$ cat src/inc/ctts_pkg.sv
// package of constants and types for the charge thermal and timer supervisor
package ctts_pkg;

    // clock and timing figures
    localparam int unsigned CLK_HZ        = 200_000_000;
    localparam int unsigned CLK_PER_US    = CLK_HZ / 1_000_000;
    localparam int unsigned IRQ_PULSE_US  = 256;
    localparam int unsigned IRQ_PULSE_CYC = IRQ_PULSE_US * CLK_PER_US;
    localparam int unsigned SEC_CYC       = CLK_HZ;
    localparam int unsigned SEC_PER_HOUR  = 3600;
    localparam int unsigned LIM_SHORT_H   = 2;
    localparam int unsigned LIM_LONG_H    = 10;
    localparam int unsigned LIM_HALF_H    = 5;
    localparam logic [15:0] LIM_SHORT_S   = 16'(LIM_SHORT_H * SEC_PER_HOUR);
    localparam logic [15:0] LIM_LONG_S    = 16'(LIM_LONG_H * SEC_PER_HOUR);
    localparam logic [15:0] LIM_HALF_S    = 16'(LIM_HALF_H * SEC_PER_HOUR);

    // register map (byte addresses)
    localparam logic [7:0] ADDR_CTRL   = 8'h00;
    localparam logic [7:0] ADDR_STATUS = 8'h04;
    localparam logic [7:0] ADDR_TIMER  = 8'h08;

    // field codes
    localparam logic [2:0] SYS_MIN_RST   = 3'h5; // setting for 3.5 v
    localparam logic [2:0] BUS_STAT_NONE = 3'h0;
    localparam logic [2:0] NTC_NORMAL    = 3'h0;
    localparam logic [2:0] NTC_WARM      = 3'h2;
    localparam logic [2:0] NTC_COOL      = 3'h3;
    localparam logic [2:0] NTC_COLD      = 3'h5;
    localparam logic [2:0] NTC_HOT       = 3'h6;
    localparam logic [1:0] CHG_FLT_NONE  = 2'h0;
    localparam logic [1:0] CHG_FLT_TIMER = 2'h3;

    // charge current target select
    localparam logic [1:0] ISEL_FULL = 2'h0;
    localparam logic [1:0] ISEL_HALF = 2'h1;
    localparam logic [1:0] ISEL_FIFTH = 2'h2;
    localparam logic [1:0] ISEL_ZERO = 2'h3;

    typedef enum logic [2:0] {
        ZONE_NORMAL = 3'b000,
        ZONE_COOL   = 3'b001,
        ZONE_WARM   = 3'b010,
        ZONE_COLD   = 3'b011,
        ZONE_HOT    = 3'b100
    } ctts_zone_t;

    typedef enum logic [1:0] {
        DPM_NONE = 2'b00,
        DPM_IIN  = 2'b01,
        DPM_VIN  = 2'b10
    } ctts_dpm_t;

    // thermistor comparator outputs; lower sense voltage means hotter
    typedef struct packed {
        logic above_t1;    // colder than t1
        logic above_t2;    // colder than t2
        logic below_t3;    // hotter than t3
        logic below_t4;    // hotter than t4
        logic above_bcold; // colder than boost cold limit
        logic below_bhot;  // hotter than boost hot limit
    } ctts_ts_t;

    // software control register
    typedef struct packed {
        logic [2:0] min_system_voltage_setting;
        logic       zone_limit_enable;
        logic       cool_current_select;
        logic       warm_voltage_select;
        logic       double_time_enable;
        logic       safety_timer_length;
        logic       timer_enable;
        logic       charge_config_bit;
    } ctts_ctrl_t;

    localparam ctts_ctrl_t CTRL_RST = '{
        min_system_voltage_setting: SYS_MIN_RST,
        zone_limit_enable:          1'b1,
        cool_current_select:        1'b0,
        warm_voltage_select:        1'b0,
        double_time_enable:         1'b1,
        safety_timer_length:        1'b1,
        timer_enable:               1'b1,
        charge_config_bit:          1'b1
    };

    // read-only status register layout
    typedef struct packed {
        logic       battery_switch;
        logic       supplement;
        logic       charging;
        ctts_zone_t zone;
        logic       input_voltage_limit_flag;
        logic       input_current_limit_flag;
        logic       min_system_reg_flag;
        logic [1:0] charge_fault_code;
        logic [2:0] thermistor_fault_code;
        logic [2:0] bus_source_status;
    } ctts_status_t;

endpackage : ctts_pkg

$ cat src/ctts_supervisor.sv
// charge thermal and safety timer supervisor with register port
//
// The address map and the strobed register port were decided locally.
`timescale 1ns/1ps

module ctts_supervisor
    import ctts_pkg::*;
#(
    parameter int unsigned SEC_CYCLES   = SEC_CYC,
    parameter int unsigned PULSE_CYCLES = IRQ_PULSE_CYC
) (
    input  wire logic        clk_i,
    input  wire logic        arst_n_i,
    // register port
    input  wire logic [7:0]  addr_i,
    input  wire logic [31:0] wdata_i,
    input  wire logic        we_i,
    input  wire logic        re_i,
    output logic      [31:0] rdata_o,
    // comparator and analog status inputs
    input  wire ctts_ts_t    ts_cmp_i,
    input  wire logic        charge_enable_pin_n_i,
    input  wire logic        charge_request_i,
    input  wire logic        restart_i,
    input  wire logic        fault_suspend_i,
    input  wire logic        batt_above_low_i,
    input  wire logic        iin_limit_i,
    input  wire logic        vin_limit_i,
    input  wire logic        thermal_reg_i,
    input  wire logic        sys_at_min_i,
    input  wire logic        boost_request_i,
    input  wire logic [2:0]  bus_source_i,
    input  wire logic        supplement_req_i,
    input  wire logic        batt_depleted_i,
    // controls to the regulation loops
    output logic             charging_o,
    output logic [1:0]       current_select_o,
    output logic             voltage_limit_4v1_o,
    output logic             dpm_reduce_o,
    output logic             boost_enable_o,
    output logic             battery_switch_on_o,
    output logic             supplement_o,
    output logic [2:0]       min_system_voltage_setting_o,
    output logic             interrupt_pulse_n_o
);

    localparam int PW = $clog2(PULSE_CYCLES + 1);
    localparam int SW = $clog2(SEC_CYCLES + 1);

    // all module state
    typedef struct packed {
        ctts_ctrl_t  ctrl;
        logic        en_prev;
        logic        cycle_active;
        logic        low_passed;
        logic        timer_fault;
        logic        half_phase;
        logic [15:0] elapsed;
        logic [SW-1:0] presc;
        logic [PW-1:0] pulse_cnt;
        ctts_dpm_t   dpm;
        logic        boost_susp;
        logic        batsw_on;
        logic        suppl;
        logic [1:0]  isel;
        logic        v4v1;
        logic        charging;
        logic        boost_en;
        logic        irq_n;
        logic [31:0] rdata;
    } ctts_state_t;

    ctts_state_t st_reg;
    ctts_state_t st_next;

    // zone from the comparators: cold and hot checked first, then cool and warm
    function automatic ctts_zone_t zone_of(input ctts_ts_t c);
        if (c.above_t1) begin
            return ZONE_COLD;
        end else if (c.below_t4) begin
            return ZONE_HOT;
        end else if (c.above_t2) begin
            return ZONE_COOL;
        end else if (c.below_t3) begin
            return ZONE_WARM;
        end
        return ZONE_NORMAL;
    endfunction : zone_of

    ctts_zone_t   zone;
    logic         in_window;
    logic         boost_out;
    logic [2:0]   ntc_code;
    logic         chg_en;
    logic         en_toggle;
    logic         timer_clear;
    logic         sec_tick;
    logic         slow;
    logic         step;
    logic [15:0]  limit;
    logic         expire;
    logic         irq_fire;
    ctts_status_t status;

    // zone and window decode
    always_comb begin
        zone      = zone_of(ts_cmp_i);
        in_window = (zone != ZONE_COLD) && (zone != ZONE_HOT);
        boost_out = ts_cmp_i.above_bcold || ts_cmp_i.below_bhot;
        chg_en    = st_reg.ctrl.charge_config_bit && !charge_enable_pin_n_i;
        en_toggle = chg_en != st_reg.en_prev;
        timer_clear = restart_i || en_toggle;
    end

    // thermistor fault code: boost codes in boost, zone codes otherwise
    always_comb begin
        ntc_code = NTC_NORMAL;
        if (boost_request_i) begin
            if (ts_cmp_i.above_bcold) begin
                ntc_code = NTC_COLD;
            end else if (ts_cmp_i.below_bhot) begin
                ntc_code = NTC_HOT;
            end
        end else begin
            unique case (zone)
                ZONE_COLD:   ntc_code = NTC_COLD;
                ZONE_HOT:    ntc_code = NTC_HOT;
                ZONE_COOL:   ntc_code = NTC_COOL;
                ZONE_WARM:   ntc_code = NTC_WARM;
                ZONE_NORMAL: ntc_code = NTC_NORMAL;
                default:     ntc_code = NTC_NORMAL;
            endcase
        end
    end

    // safety timer rate, step and limit
    always_comb begin
        sec_tick = st_reg.presc == SW'(SEC_CYCLES - 1);
        slow = st_reg.ctrl.double_time_enable
               && (vin_limit_i || iin_limit_i || thermal_reg_i
                   || zone == ZONE_COOL);
        step = sec_tick && (!slow || st_reg.half_phase);
        if (!st_reg.low_passed) begin
            limit = LIM_SHORT_S;
        end else if (st_reg.ctrl.safety_timer_length) begin
            limit = LIM_LONG_S;
        end else begin
            limit = LIM_HALF_S;
        end
        expire = st_reg.ctrl.timer_enable && st_reg.cycle_active
                 && !st_reg.timer_fault && (st_reg.elapsed >= limit);
        irq_fire = expire || (boost_request_i && (boost_out != st_reg.boost_susp));
    end

    // status word
    always_comb begin
        status = '0;
        status.bus_source_status = st_reg.boost_susp ? BUS_STAT_NONE : bus_source_i;
        status.thermistor_fault_code    = ntc_code;
        status.charge_fault_code        = st_reg.timer_fault ? CHG_FLT_TIMER : CHG_FLT_NONE;
        status.min_system_reg_flag      = sys_at_min_i;
        status.input_current_limit_flag = st_reg.dpm == DPM_IIN;
        status.input_voltage_limit_flag = st_reg.dpm == DPM_VIN;
        status.zone                     = zone;
        status.charging                 = st_reg.charging;
        status.supplement               = st_reg.suppl;
        status.battery_switch           = st_reg.batsw_on;
    end

    // next state
    always_comb begin
        st_next = st_reg;
        st_next.rdata   = '0;
        st_next.en_prev = chg_en;

        // register writes
        if (we_i && addr_i == ADDR_CTRL) begin
            st_next.ctrl = ctts_ctrl_t'(wdata_i[$bits(ctts_ctrl_t)-1:0]);
        end
        // register reads: data stands for the next cycle only
        if (re_i) begin
            unique case (addr_i)
                ADDR_CTRL:   st_next.rdata = 32'(st_reg.ctrl);
                ADDR_STATUS: st_next.rdata = 32'(status);
                ADDR_TIMER:  st_next.rdata = 32'(st_reg.elapsed);
                default:     st_next.rdata = '0;
            endcase
        end

        // charge cycle start and stop
        if (!chg_en || restart_i) begin
            st_next.cycle_active = 1'b0;
        end else if (!st_reg.cycle_active && charge_request_i && in_window
                     && !st_reg.timer_fault) begin
            st_next.cycle_active = 1'b1;
        end

        // safety timer prescaler and count
        st_next.presc = sec_tick ? '0 : SW'(st_reg.presc + 1'b1);
        if (timer_clear) begin
            st_next.elapsed     = '0;
            st_next.half_phase  = 1'b0;
            st_next.low_passed  = 1'b0;
            st_next.timer_fault = expire; // expiry wins
        end else begin
            if (sec_tick) begin
                st_next.half_phase = !st_reg.half_phase;
            end
            if (batt_above_low_i && st_reg.cycle_active) begin
                st_next.low_passed = 1'b1;
            end
            if (!st_reg.ctrl.timer_enable) begin
                st_next.elapsed = '0;
            end else if (step && st_reg.cycle_active && in_window
                         && !fault_suspend_i && !st_reg.timer_fault
                         && st_reg.elapsed != '1) begin
                st_next.elapsed = st_reg.elapsed + 16'h0001;
            end
            if (expire) begin
                st_next.timer_fault = 1'b1;
            end
        end

        // charge outputs and zone limits
        st_next.charging = st_reg.cycle_active && in_window
                           && !st_reg.timer_fault && !expire && !fault_suspend_i;
        st_next.v4v1 = 1'b0;
        st_next.isel = ISEL_FULL;
        if (!st_next.charging) begin
            st_next.isel = ISEL_ZERO;
        end else if (st_reg.ctrl.zone_limit_enable) begin
            if (zone == ZONE_WARM) begin
                st_next.v4v1 = st_reg.ctrl.warm_voltage_select;
            end
            if (zone == ZONE_COOL) begin
                st_next.isel = st_reg.ctrl.cool_current_select ? ISEL_FIFTH : ISEL_HALF;
            end
        end

        // input limiting type latched on first limit reached
        if (!iin_limit_i && !vin_limit_i) begin
            st_next.dpm = DPM_NONE;
        end else if (st_reg.dpm == DPM_NONE) begin
            st_next.dpm = iin_limit_i ? DPM_IIN : DPM_VIN;
        end else if (st_reg.dpm == DPM_IIN && !iin_limit_i) begin
            st_next.dpm = DPM_VIN;
        end else if (st_reg.dpm == DPM_VIN && !vin_limit_i) begin
            st_next.dpm = DPM_IIN;
        end

        // boost temperature supervision
        st_next.boost_susp = boost_request_i && boost_out;
        st_next.boost_en   = boost_request_i && !boost_out;

        // battery switch and supplement mode
        if (batt_depleted_i && (st_reg.suppl || supplement_req_i)) begin
            st_next.batsw_on = 1'b0;
            st_next.suppl    = 1'b0;
        end else begin
            st_next.batsw_on = 1'b1;
            st_next.suppl    = supplement_req_i && !batt_depleted_i;
        end

        // interrupt pulse, one low pulse per event seen while the line is high
        if (irq_fire && st_reg.pulse_cnt == '0) begin
            st_next.pulse_cnt = PW'(PULSE_CYCLES);
        end else if (st_reg.pulse_cnt != '0) begin
            st_next.pulse_cnt = st_reg.pulse_cnt - 1'b1;
        end
        st_next.irq_n = st_next.pulse_cnt == '0;
    end

    // state register
    always_ff @(posedge clk_i or negedge arst_n_i) begin
        if (!arst_n_i) begin
            st_reg              <= '0;
            st_reg.ctrl         <= CTRL_RST;
            st_reg.en_prev      <= 1'b1;
            st_reg.dpm          <= DPM_NONE;
            st_reg.batsw_on     <= 1'b1;
            st_reg.isel         <= ISEL_ZERO;
            st_reg.irq_n        <= 1'b1;
        end else begin
            st_reg <= st_next;
        end
    end

    // outputs straight from the state register
    assign rdata_o                      = st_reg.rdata;
    assign charging_o                   = st_reg.charging;
    assign current_select_o             = st_reg.isel;
    assign voltage_limit_4v1_o          = st_reg.v4v1;
    assign dpm_reduce_o                 = st_reg.dpm != DPM_NONE;
    assign boost_enable_o               = st_reg.boost_en;
    assign battery_switch_on_o          = st_reg.batsw_on;
    assign supplement_o                 = st_reg.suppl;
    assign min_system_voltage_setting_o = st_reg.ctrl.min_system_voltage_setting;
    assign interrupt_pulse_n_o          = st_reg.irq_n;

endmodule : ctts_supervisor

$ cat config.mk
export PLATFORM = sky130hd
export DESIGN_NAME = ctts_supervisor
export DESIGN_NICKNAME = d
export VERILOG_FILES = /design/src/inc/ctts_pkg.sv /design/src/ctts_supervisor.sv
export SDC_FILE = /design/constraint.sdc
export NUM_CORES = 1
export LEC_CHECK = 0
export BUFFER_PORTS_ARGS = -buffer_cell sky130_fd_sc_hd__buf_2
export CAP_MARGIN = 30
export CORE_UTILIZATION = 55
export DETAILED_ROUTE_END_ITERATION = 10
export GPL_ROUTABILITY_DRIVEN = 1
export PLACE_DENSITY_LB_ADDON = 0.25
export SLEW_MARGIN = 20
export SYNTH_ARGS = -nofsm -noshare
export SYNTH_HDL_FRONTEND = slang
export SYNTH_SLANG_ARGS = --single-unit
$ cat constraint.sdc
create_clock -name clk_i -period 3.2 [get_ports clk_i]
set_input_delay 0.48 -clock clk_i [delete_from_list [all_inputs] [get_ports clk_i]]
set_output_delay 0.48 -clock clk_i [all_outputs]
set_load 0.005 [all_outputs]
==> results.md, run 1 <==
GRT:
- The number of antenna violations at the first check in global routing is 0.
- The number of global-route vias before repair came to 3914.
- The first global-routing pass estimated roughly 18000 um of wire.
- The global-route usage over all layers is 22.8%.
- Summed over all layers, the global routing overflow is 0.
- The pin count of the biggest net entering global routing is 57.

Route:
- For this run, design rule violations remaining after detail routing come to 0.
- In the final routing, the length of wire on met1 measures 5040 um.
- After detailed routing, the met3 layer carries 599 um of wire.
- For this run, the detailed router's first-pass iteration total came to 5.
- Summing over every cut layer, the via total after detailed routing is between 4000 and 5000.
- The detailed router used layers up to and including met4.
- Using the TritonRoute via totals, the vias-per-cell ratio works out to around 5.5.
- The aggregate routed wire length is about 11000 um.
- The routed design uses between 5000 and 6000 um of met2 wire.
- In the final routed layout, each cell accounts on average for ~15 um.
- The count of nets left with antenna violations once routing finished came out at 0.
- For this block, the initial DRC count from the detailed router was 182.

Place:
- Before CTS, the worst setup slack after placement is approximately 0.54 ns.
- The final weighted congestion of routability-driven global placement is between 0.8 and 0.9.
- Summing all placed instances gives a cell area of about 0.006 sq mm.
- Detailed placement ended at an HPWL of between 8000 and 9000 um.
- The number of placed instances with taps included is between 700 and 800.
- Port buffering added 71 buffers.

Final layout:
- The flip-flop count of the largest register, all copies and words added is 75.
- The number of nets in the layout is 691.
- The diode insertion count for antenna repair is 0.
- Of the cells placed in the final design, the portion with a size suffix greater than 1 is between 20% and 30%.
- The layout-stage area growth over the synthesis result is 9.58%.
- The share of the core filled with cells is slightly above 60%.
- After routing the design area is 0.00604 sq mm.
- The post-layout instance count excluding filler cells is 750.

Setup path:
- The endpoint type of the worst setup path is a register.
- For this run, the slowest stage of the critical path takes just over 0.5 ns.
- The endpoint arrival time on the critical path is 3.07 ns.
- The critical path data required time is approximately 3.5 ns.
- The critical path start-end classification is reg2reg.
- Counting cells, the worst reg-to-reg path comes to 8.
- Of all nets on the critical path, the largest fanout is 7.
- Traced cell by cell, the critical path runs through inv_1, ha_1, or3b_2, or4_4, a211o_1, a211oi_1, o2111ai_1, nor4_1.
- Among all stages on the critical path, the largest delay is contributed by or3b_2.
- The worst setup path is launched from a register.

Timing:
- The final-layout setup total negative slack is 0 ns.
- Derived from the worst setup path, the maximum achievable clock frequency is roughly 0.36 GHz.
- The slew at the pin with the worst max-slew slack is about 0.65 ns.
- Setup repair after global routing left no endpoint under its margin.
- The time the worst path needs with I/O delays and setup is approximately 2.8 ns.
- The final-layout worst hold slack is 0.108 ns.
- The worst path setup slack after routing is around 0.40 ns.
- After layout, the worst path uses a little under 90% of the clock period.
- Setup violations remaining at the end of the flow were counted as 0.
- The final clock skew is ~0.013 ns.
- The worst pin sits at a relative slew slack of between 50 and 60%.
- The hold violation count in the final report came to 0.
- The max-slew violation count is 0.

Clock tree:
- The total number of H-tree levels is 3.
- The number of buffers inserted during clock tree synthesis is 9.
- Clock tree synthesis found a total of approximately 100 sinks.
- Post-CTS repair changed the size of 0 cells.
- The source-to-sink clock delay at the later pin of the worst-skew pair is 0.37 ns.
- The number of buffers added to fix hold violations after cts is 0.
- The clock passes through at most 2 buffers.
- CTS placed an instance of clkbuf_8 at the clock tree root.
- The buffer count from post-CTS setup fixing is 0.
- After clock tree synthesis, the clock-pin slew on the worst setup and hold paths is ~0.10 ns.
- The TritonCTS clock tree is done.

Floorplanning:
- The number of top-level pins is ~110.
- The standard cell core area is approximately 0.01 sq mm.
- Once the floorplan was initialized, standard cells occupied 56.6% of the core.
- The die is slightly above 100 um tall.
- The die covers 0.0104 sq mm.
- In this run the horizontal extent of the chip is between 100 and 150 um.
- Row generation in the floorplan step produced 36 rows.

Logic synthesis:
- The share of synthesized area occupied by flip-flops and latches is between 40% and 50%.
- The number of different library cells used by synthesis comes to 60.
- The synthesized design spends more area on one cell type than any other, namely dfrtp_1.
- A synthesized cell averages 9.86 sq um.
- The top-area cell type share of the netlist area is between 40% and 50%.
- The cell count after synthesis is 559.
- The most repeated cell in the gate-level netlist after synthesis is dfrtp_1.
- The post-synthesis async set-or-reset flop share is 100%.
- The cell area after synthesis is 0.00551 sq mm.
- During synthesis, Yosys emitted a total of 0 warnings.
- Yosys attributes the largest share of cell area to dfrtp_1 41%, dfstp_2 5.7%, buf_4 5.0%, xor2_1 4.8%, nor2_1 4.2%.
- Counting flops and latches in the post-synthesis netlist gives approximately 100.
- The number of enable flip-flop cells after synthesis is 0.
- By count the netlist is led by 91 x dfrtp_1, 61 x nor2_1, 37 x buf_4.
- The dominant synthesized flop cell is dfrtp_1.

Outcome:
- The flow ran to the end, and the final reports show no timing, DRC or antenna violations.

Pwr:
- The static leakage power is roughly 2.7 nW.
- Overall power consumption after layout is estimated at 2.29 mW.
- The worst-case IR drop observed on VDD is 0.199 mV.
- The power density over the cells is about 380 mW/mm^2.

Min path:
- The path class of the tightest hold or removal check is in2async.

Flow run:
- The max-capacitance violation count is 0.
-- power by group --
| group | internal (mW) | switching [mW] | leakage (nW) |
|---|---|---|---|
| clock network | 0.403 | 0.443 | 0.105 |
| registers | 1.32 | 0.00928 | 1.33 |
| logic | 0.0467 | 0.0719 | 1.28 |
-- cells by family (layout without fill, tap and decap cells) --
logic type                 Yosys count  after routing  synth area share, %
muxes                               17             17                 3.43
xor gates and xnor gates            46             46                 7.31
other                                1             15               0.0680
adders and majority gates           14             14                 3.18
and+or+nand+nor                    238            238                 23.7
AOI/OAI and AO/OA                   74             74                 8.26
buffers and inverters               66            110                 7.04
DFF                                103            103                 47.0
-- worst paths after layout --
kind,startpoint,to,slack [ns]
worst min-delay path,arst_n_i,rdata_o[0],0.11
min in group clk_i,charge_enable_pin_n_i,st_reg[107],0.25
worst min register to register,st_reg[113],current_select_o[0],0.44
max in group asynchronous,arst_n_i,st_reg[110],2.34
worst max-delay path,st_reg[43],interrupt_pulse_n_o,0.40
worst max register to register,st_reg[43],interrupt_pulse_n_o,0.40
-- routing by layer --
metal	vias to the layer above	global-route usage, %
li1	2018	-
met1	2004	28.9
met2	109	37.8
met3	22	4.45
met5	-	0
met4	0	10.8
-- worst max-delay path, delay by kind of cell, from the launching register on --
| kind | cells | cell delay [ns] |
|---|---|---|
| AOI/OAI and AO/OA | 3 | 0.75 |
| adders and majority gates | 1 | 0.19 |
| buffers and inverters | 1 | 0.11 |
| DFF | 1 | 0.46 |
| and+or+nand+nor | 3 | 1.20 |
-- cells in the final DEF (no fill, tap or decap), types with 11 or more instances in the layout --
master and instances:
o21ai_0 18, dfstp_2 12, a21oi_1 24, mux2_2 15, buf_2 70, nor3_1 13, nand2_1 33, clkbuf_8 11
xnor2_1 16, ha_1 14, inv_1 16, conb_1 15, nand3_1 27, nor2_1 61, dfrtp_1 91, xor2_1 30
nor2b_1 18, and3_1 14, nand4_1 12
-- cell type report --
class	instances	area (sq um)
Tap cell	133	166
Inverter	16	60.1
Clock inverter	5	56.3
Clock buffer	11	151
Timing Repair Buffer	78	423
Fill cell	827	3690
Multi-Input combinational cell	404	2590
Sequential cell	103	2590
Power figures use the tool's default switching activity.
==> run 2: changes to the inputs <==
--- a/config.mk
+++ b/config.mk
@@ -6,7 +6,7 @@
 export NUM_CORES = 1
 export LEC_CHECK = 0
 export BUFFER_PORTS_ARGS = -buffer_cell sky130_fd_sc_hd__buf_2
-export CAP_MARGIN = 30
+export CAP_MARGIN = 20
 export CORE_UTILIZATION = 55
 export DETAILED_ROUTE_END_ITERATION = 10
 export GPL_ROUTABILITY_DRIVEN = 1
==> constraint.sdc (replaced) <==
create_clock -name clk_i -period 3.35 [get_ports clk_i]
set_input_delay 0.5025 -clock clk_i [delete_from_list [all_inputs] [get_ports clk_i]]
set_output_delay 0.5025 -clock clk_i [all_outputs]
set_load 0.005 [all_outputs]
==> run 2 against run 1 <==
Compared with the run above: clock power fell by 4.6%; cell area fell by 0.12%; flip-flop and latch count did not move; power fell by 4.6%; combinational power fell by 6%; wire length rose by 0.12%; hold slack improved by 0.024 ns; clock skew fell by 0.0037 ns; setup slack improved by 0.24 ns; largest power group unchanged; highest routed layer unchanged.
==> results.md, run 2 (same netlist as run 1, synthesis figures left out) <==
Outcome:
- The flow ran to the end, and the final reports show no timing, DRC or antenna violations.

Timing:
- The final clock skew is 0.00950 ns (-0.00366 ns).
- The final cycle utilization of the critical path was 80.7% (-6.7 points).
- The achievable frequency is 0.370 GHz (+3.4%).
- The slew at the pin with the worst max-slew slack is 0.715 ns (+0.0673 ns).
- The hold violation count in the final report is 0 (unchanged).
- The final-layout worst hold slack was 0.132 ns (+0.0243 ns).
- The number of failing setup endpoints in the final timing report is 0 (unchanged).
- The time the worst path needs with I/O delays and setup is 2.70 ns (-0.0926 ns).
- The worst path setup slack after routing is 0.647 ns (+0.243 ns).
- The remaining max-slew budget at the tightest pin came to 52.3% (-4.3 points).
- Setup repair after global routing left no endpoint under its margin.
- The final-layout setup total negative slack is 0 ns (unchanged).
- The max-slew violation count came to 0 (unchanged).

Floorplanning:
- The standard cell core area is 0.00973 sq mm (unchanged).
- The height of the die was 102 um (unchanged).
- The initial core utilization was 56.6% (unchanged).
- The total die area came to 0.0104 sq mm (unchanged).
- The horizontal extent of the die is 102 um (unchanged).
- The placement row count was 36 (unchanged).
- The number of top-level pins is 109 (unchanged).

Final layout:
- The footprint of the flip-flops and latches came to 0.00259 sq mm (unchanged).
- The flip-flop count of the largest register, all copies and words added is 75 (unchanged).
- The number of nets in the layout was 691 (unchanged).
- The diode insertion count for antenna repair was 0 (unchanged).
- The total of fill cells in the finished design is 812 (-1.8%).
- The library cell used most frequently in the layout, excluding fill and tap cells, is dfrtp_1.
- Leaving out fill and tap cells, the most frequent cells in the layout are 91 x dfrtp_1, 70 x buf_2, 61 x nor2_1.
- The fraction of layout instances using a drive strength above 1 is 21.9% (-0.16 points).
- The area of combinational cells with multiple inputs came to 0.00259 sq mm (unchanged).
- The area growth from synthesis to layout is 9.44%.

GRT:
- The pin count of the biggest net entering global routing came to 82 (+44%).
- The global-route usage over all layers is 23.3% (+0.47 points).
- The number of global-route vias before repair came to 3967 (+1.4%).
- The number of antenna violations at the first check in global routing was 0 (unchanged).
- The total overflow reported by the global router is 0 (unchanged).
- The first-pass GRT wire length is 18700 um (+1.7%).

Setup path:
- The type of element launching the critical path is a register.
- The critical path is of the reg2reg type.
- The largest driver fanout on the critical path was 7 (unchanged).
- STA classifies the critical path endpoint as a register.
- The endpoint arrival time on the critical path is 2.97 ns (-0.10 ns).
- The critical path data required time is 3.61 ns (+0.13 ns).

Place:
- The port buffer count came to 71 (unchanged).
- The sum of net half-perimeters after detailed placement is 8180 um (-2.6%).
- The final weighted congestion of routability-driven global placement is 0.822 (-2.9%).
- The setup slack at placement is 0.638 ns (+0.102 ns).

Pwr:
- The switching fraction of total power is 21.9% (-0.95 points).
- The maximum ir drop on the vdd rail is 0.208 mV (+4.3%).
- The portion of total power attributed to sequential cells is 58.0% (about the same).
- The combinational power share was 5.1% (about the same).
- The static leakage power was 2.71 nW (about the same).
- The power consumption came to 2.19 mW (-4.6%).
- The power density over the cells is 363 mW/mm^2 (-4.4%).
- The net switching power figure is 0.479 mW (-8.5%).
- The internal power is 1.71 mW (-3.4%).
- The clock power share was 36.9% (about the same).

Flow run:
- The max-capacitance violation count is 0 (unchanged).

Route:
- The average via count per standard cell is 5.55 (+0.19%).
- The post-detailed-route wirelength per cell came to 14.9 um (+0.12%).
- The aggregate routed wire length was 11200 um (+0.12%).
- The length of the first detailed-routing pass in iterations was 5 (unchanged).
- The number of vias in the routed layout is 4161 (+0.19%).
- The DRC violation count after routing is 0 (unchanged).
- The initial DRC count is 204 (+12%).
- The count of nets left with antenna violations after detail routing came to 0 (unchanged).

Clock tree:
- The clock root buffer master is clkbuf_8.
- The clock sink total is 103 (unchanged).
- The number of buffers added to fix hold violations after cts is 0 (unchanged).
- The clock transition at the registers of the reported paths is 0.09 ns (about the same).
- The quantity of gates resized following cts is 0 (unchanged).
- The total number of H-tree levels is 3 (unchanged).
- The number of buffers inserted during clock tree synthesis was 9 (unchanged).
- The buffer count from post-CTS setup fixing was 0 (unchanged).
- The TritonCTS clock tree is done.
- The worst-case clock buffer depth is 2 (unchanged).
- The source-to-sink clock delay at the later pin of the worst-skew pair is 0.36 ns (about the same).

Min path:
- The class of the tightest hold or removal check is in2async.
## run 2: cell types whose count changed in the layout (fill, tap and decap cells not counted), sizes merged
cell and change:
clkinvlp -1, clkinv -1, clkbuf +2
## run 2: cell type report
cell class | instances | area share, %
Clock buffer | 13 | 2.80
Clock inverter | 3 | 0.664
Inverter | 16 | 0.996
Multi-Input combinational cell | 404 | 42.9
Sequential cell | 103 | 43.0
Tap cell | 133 | 2.76
Timing Repair Buffer | 78 | 6.87
## run 2: power groups by stage
stage | sequential (mW) | clock (mW) | combinational, mW
2_1_floorplan | 1.29 | 0 | 0.0586
3_3_place_gp | 1.29 | 0 | 0.111
3_5_place_dp | 1.29 | 0 | 0.114
4_1_cts | 1.27 | 0.829 | 0.114
5_1_grt | 1.27 | 0.880 | 0.130
6_report | 1.27 | 0.807 | 0.112
## run 2: critical path: stages, from the launching register on
cell,delay (ns)
dfrtp_1,0.45
inv_1,0.11
ha_1,0.19
or3b_2,0.52
or4_4,0.46
a211o_1,0.31
a211oi_1,0.20
o2111ai_1,0.15
nor4_1,0.21
## run 2: worst paths after layout
| kind | to | from | cells after the start | slack, ns |
|---|---|---|---|---|
| max in group asynchronous | min_system_voltage_setting_o[2] | arst_n_i | 2 | 2.44 |
| worst min-delay path | rdata_o[5] | arst_n_i | 1 | 0.13 |
| worst min register to register | current_select_o[0] | st_reg[113] | 1 | 0.45 |
| worst max register to register | interrupt_pulse_n_o | st_reg[43] | 8 | 0.65 |
| worst max-delay path | interrupt_pulse_n_o | st_reg[43] | 8 | 0.65 |
| min in group clk_i | st_reg[107] | charge_enable_pin_n_i | 2 | 0.29 |
## run 2: layer usage
metal / vias up / GRT usage (%) / routed length (um)
met5: - / 0 / 0
met4: 0 / 11.3 / 303
li1: 2015 / - / -
met2: 121 / 38.0 / 5250
met3: 20 / 4.04 / 547
met1: 2005 / 30.3 / 5110
## run 2: through the flow
stage	instances	util, %	cell area, sq um
5_1_grt	750	62.0	6030
4_1_cts	750	62.0	6030
3_5_place_dp	734	59.8	5820
6_report	750	62.0	6030
3_3_place_gp	734	59.8	5820
2_1_floorplan	573	-	5560
==> run 3: changes to the inputs <==
--- a/config.mk
+++ b/config.mk
@@ -7,7 +7,7 @@
 export LEC_CHECK = 0
 export BUFFER_PORTS_ARGS = -buffer_cell sky130_fd_sc_hd__buf_2
 export CAP_MARGIN = 20
-export CORE_UTILIZATION = 55
+export CORE_UTILIZATION = 50
 export DETAILED_ROUTE_END_ITERATION = 10
 export GPL_ROUTABILITY_DRIVEN = 1
 export PLACE_DENSITY_LB_ADDON = 0.25
==> constraint.sdc (replaced) <==
create_clock -name clk_i -period 2.32 [get_ports clk_i]
set_input_delay 0.348 -clock clk_i [delete_from_list [all_inputs] [get_ports clk_i]]
set_output_delay 0.348 -clock clk_i [all_outputs]
set_load 0.005 [all_outputs]
==> run 3 against run 2 <==
Compared with the run above: the run now ends with negative setup slack left; sequential power increased by 44%; via count up 4.0%; utilization shrank 0.79 points; largest cell class is now multi-input combinational cells.
==> results.md, run 3 (same netlist as run 1, synthesis figures left out) <==
Min path:
- The startpoint of the lowest-slack hold path is charge_enable_pin_n_i.
- The number of stages on the worst hold path is 2.
- For hold timing, the worst endpoint is st_reg[107].
- The worst hold path belongs to the class in2reg.

Setup path:
- The worst setup path is captured at a register.
- The worst stage delay on the critical path came to 0.43 ns (-0.09 ns).
- Walking the worst path, the cells encountered are inv_2, ha_4, or3b_4, or4_4, a211o_1, a211oi_2, o2111ai_2, nor4_2.
- The slowest stage of the critical path is the or4_4 cell.
- The depth of the worst register-to-register path was 8 (unchanged).
- The buffering stage count on the worst path with inverters included came to 1 (unchanged).
- The worst flop-to-flop path startpoint is st_reg[44].
- The largest driver fanout on the critical path is 3 (-4).
- The end of the worst register-to-register path is interrupt_pulse_n_o.
- The critical path start-end classification is reg2reg.
- The endpoint arrival time on the critical path is 2.62 ns (-0.35 ns).
- The setup slack of the worst register-to-register path is -0.04 ns (-0.69 ns).
- The type of element launching the critical path is a register.
- The critical path data required time is 2.58 ns (-1.03 ns).
- Grouping stages by cell kind, the critical path spends the most delay in simple AND/OR/NAND/NOR gates.

Timing:
- The final-layout setup total negative slack is -0.0383 ns (-0.0383 ns).
- The time the worst path needs with I/O delays and setup is 2.36 ns (-0.345 ns).
- Setup repair after global routing could not meet its margin everywhere.
- The max-slew violation count is 0 (unchanged).
- The final clock skew is 0.0130 ns (+0.00352 ns).
- The remaining max-slew budget at the tightest pin is 57.7% (+5.4 points).
- The slew at the pin with the worst max-slew slack is 0.630 ns (-0.0851 ns).
- The final cycle utilization of the critical path was 102% (+21 points).
- The number of failing setup endpoints in the final timing report came to 1 (+1).
- The achievable frequency is 0.424 GHz (+15%).
- The hold violation count in the final report is 0 (unchanged).
- The worst path setup slack after routing is -0.0383 ns (-0.685 ns).

Final layout:
- The total of fill cells in the finished design was 885 (+9.0%).
- The diode insertion count for antenna repair is 0 (unchanged).
- The fraction of layout instances using a drive strength above 1 came to 28.1% (+6.2 points).
- The footprint of the flip-flops and latches is 0.00259 sq mm (about the same).
- The share of the core filled with cells is 61.2% (-0.79 points).
- The number of nets in the layout was 729 (+5.5%).
- The library cells used most frequently in the layout, excluding fill and tap cells, are 90 x dfrtp_1, 70 x buf_2, 60 x nor2_1.
- The flip-flop count of the largest register, all copies and words added is 75 (unchanged).
- The most frequent standard cell in the layout excluding fill and tap cells is dfrtp_1.
- The layout-stage area growth over the synthesis result is 16.7%.
- The area of combinational cells with multiple inputs is 0.00269 sq mm (+3.9%).

Pwr:
- The static leakage power is 2.92 nW (+7.7%).
- The power density over the cells is 500 mW/mm^2 (+38%).
- The maximum ir drop on the vdd rail is 0.378 mV (+82%).

Floorplanning:
- The height of the die was 107 um (+4.8%).
- The standard cell core area is 0.0105 sq mm (+8.0%).
- The total die area came to 0.0114 sq mm (+9.8%).
- The horizontal extent of the die came to 107 um (+4.8%).
- The placement row count is 37 (+2.8%).
- The initial core utilization was 52.4% (-4.2 points).
- The number of top-level pins is 109 (unchanged).

GRT:
- The global-route usage over all layers is 21.7% (-1.7 points).
- The total overflow reported by the global router is 0 (unchanged).
- The number of antenna violations at the first check in global routing is 0 (unchanged).
- The pin count of the biggest net entering global routing is 44 (-46%).
- The first-pass GRT wire length is 19600 um (+5.2%).
- The number of global-route vias before repair came to 4154 (+4.7%).

Route:
- The count of nets left with antenna violations after detail routing is 0 (unchanged).
- The initial DRC count came to 153 (-25%).
- The number of vias in the routed layout is 4326 (+4.0%).
- The length of the first detailed-routing pass in iterations is 4 (-1).
- The aggregate routed wire length is 11800 um (+5.0%).
- The average via count per standard cell is 5.47 (-1.4%).
- The DRC violation count after routing is 0 (unchanged).
- The post-detailed-route wirelength per cell is 14.9 um (-0.40%).

Clock tree:
- The number of buffers inserted during clock tree synthesis was 9 (unchanged).
- The total number of H-tree levels is 3 (unchanged).
- The source-to-sink clock delay at the later pin of the worst-skew pair is 0.35 ns (about the same).
- TritonCTS built the clock tree.
- The tree is rooted in a clkbuf_8.
- The clock transition at the registers of the reported paths is 0.10 ns (about the same).
- The worst-case clock buffer depth is 2 (unchanged).
- The clock sink total is 103 (unchanged).

Place:
- The port buffer count is 71 (unchanged).
- The final weighted congestion of routability-driven global placement is 0.834 (+1.5%).
- The sum of net half-perimeters after detailed placement was 8840 um (+8.2%).
- The setup slack at placement is -0.194 ns (-0.833 ns).

Outcome:
- The flow ran to the end, but the final reports show violations.
- The checks that failed: negative setup slack.

Flow run:
- The max-capacitance violation count is 0 (unchanged).
-- run 3: changes by cell type in the layout (fill, tap and decap cells not counted), sizes merged --
cell / change
clkinv: -1
bufinv: +1
dlygate4sd3: +1
buf: +37
-- run 3: area by class of cell --
| class | instances | area share (%) |
|---|---|---|
| Multi-Input combinational cell | 404 | 41.8 |
| Sequential cell | 103 | 40.3 |
| Timing Repair Buffer | 116 | 11.0 |
| Tap cell | 136 | 2.65 |
| Clock buffer | 13 | 2.16 |
| Clock inverter | 3 | 1.07 |
| Inverter | 16 | 0.934 |
-- run 3: per-stage QoR --
stage,power (mW),hold slack [ns],instance area [sq um],std cells
6_report,3.22,0.132,6430,791
3_3_place_gp,2.04,0.228,6080,769
2_1_floorplan,1.95,0.0524,5570,573
4_1_cts,3.24,0.115,6370,790
5_1_grt,3.34,0.133,6430,791
3_5_place_dp,2.04,0.229,6080,769
-- run 3: worst max path at each step --
stage	end	from	slack, ns	cells after the start
after floorplan	interrupt_pulse_n_o	st_reg[49]	0.005	6
after global placement	interrupt_pulse_n_o	st_reg[44]	-0.07	8
after detailed placement	interrupt_pulse_n_o	st_reg[44]	-0.19	8
after CTS	interrupt_pulse_n_o	st_reg[44]	-0.13	8
after global routing	interrupt_pulse_n_o	st_reg[44]	-0.12	8
final	interrupt_pulse_n_o	st_reg[44]	-0.04	8
-- run 3: power breakdown --
| group | switching [mW] | internal (mW) |
|---|---|---|
| sequential | 0.0127 | 1.82 |
| combinational | 0.104 | 0.0726 |
| clock | 0.599 | 0.614 |
-- run 3: layer usage --
| metal | share of wire, % | track usage, % | up-vias |
|---|---|---|---|
| met5 | 0 | 0 | - |
| met3 | 4.5 | 3.28 | 19 |
| li1 | - | - | 2089 |
| met4 | 2.0 | 8.12 | 0 |
| met1 | 45 | 27.6 | 2100 |
| met2 | 48 | 37.2 | 118 |
-- run 3: what timing repair did --
action,CTS,global route
hold endpoints to repair,12,0
endpoints found under the setup margin,4,16
hold buffers,1,0
gates resized for setup,12,11
buffers inserted,4,1
pin swaps,5,7
gates cloned,0,0
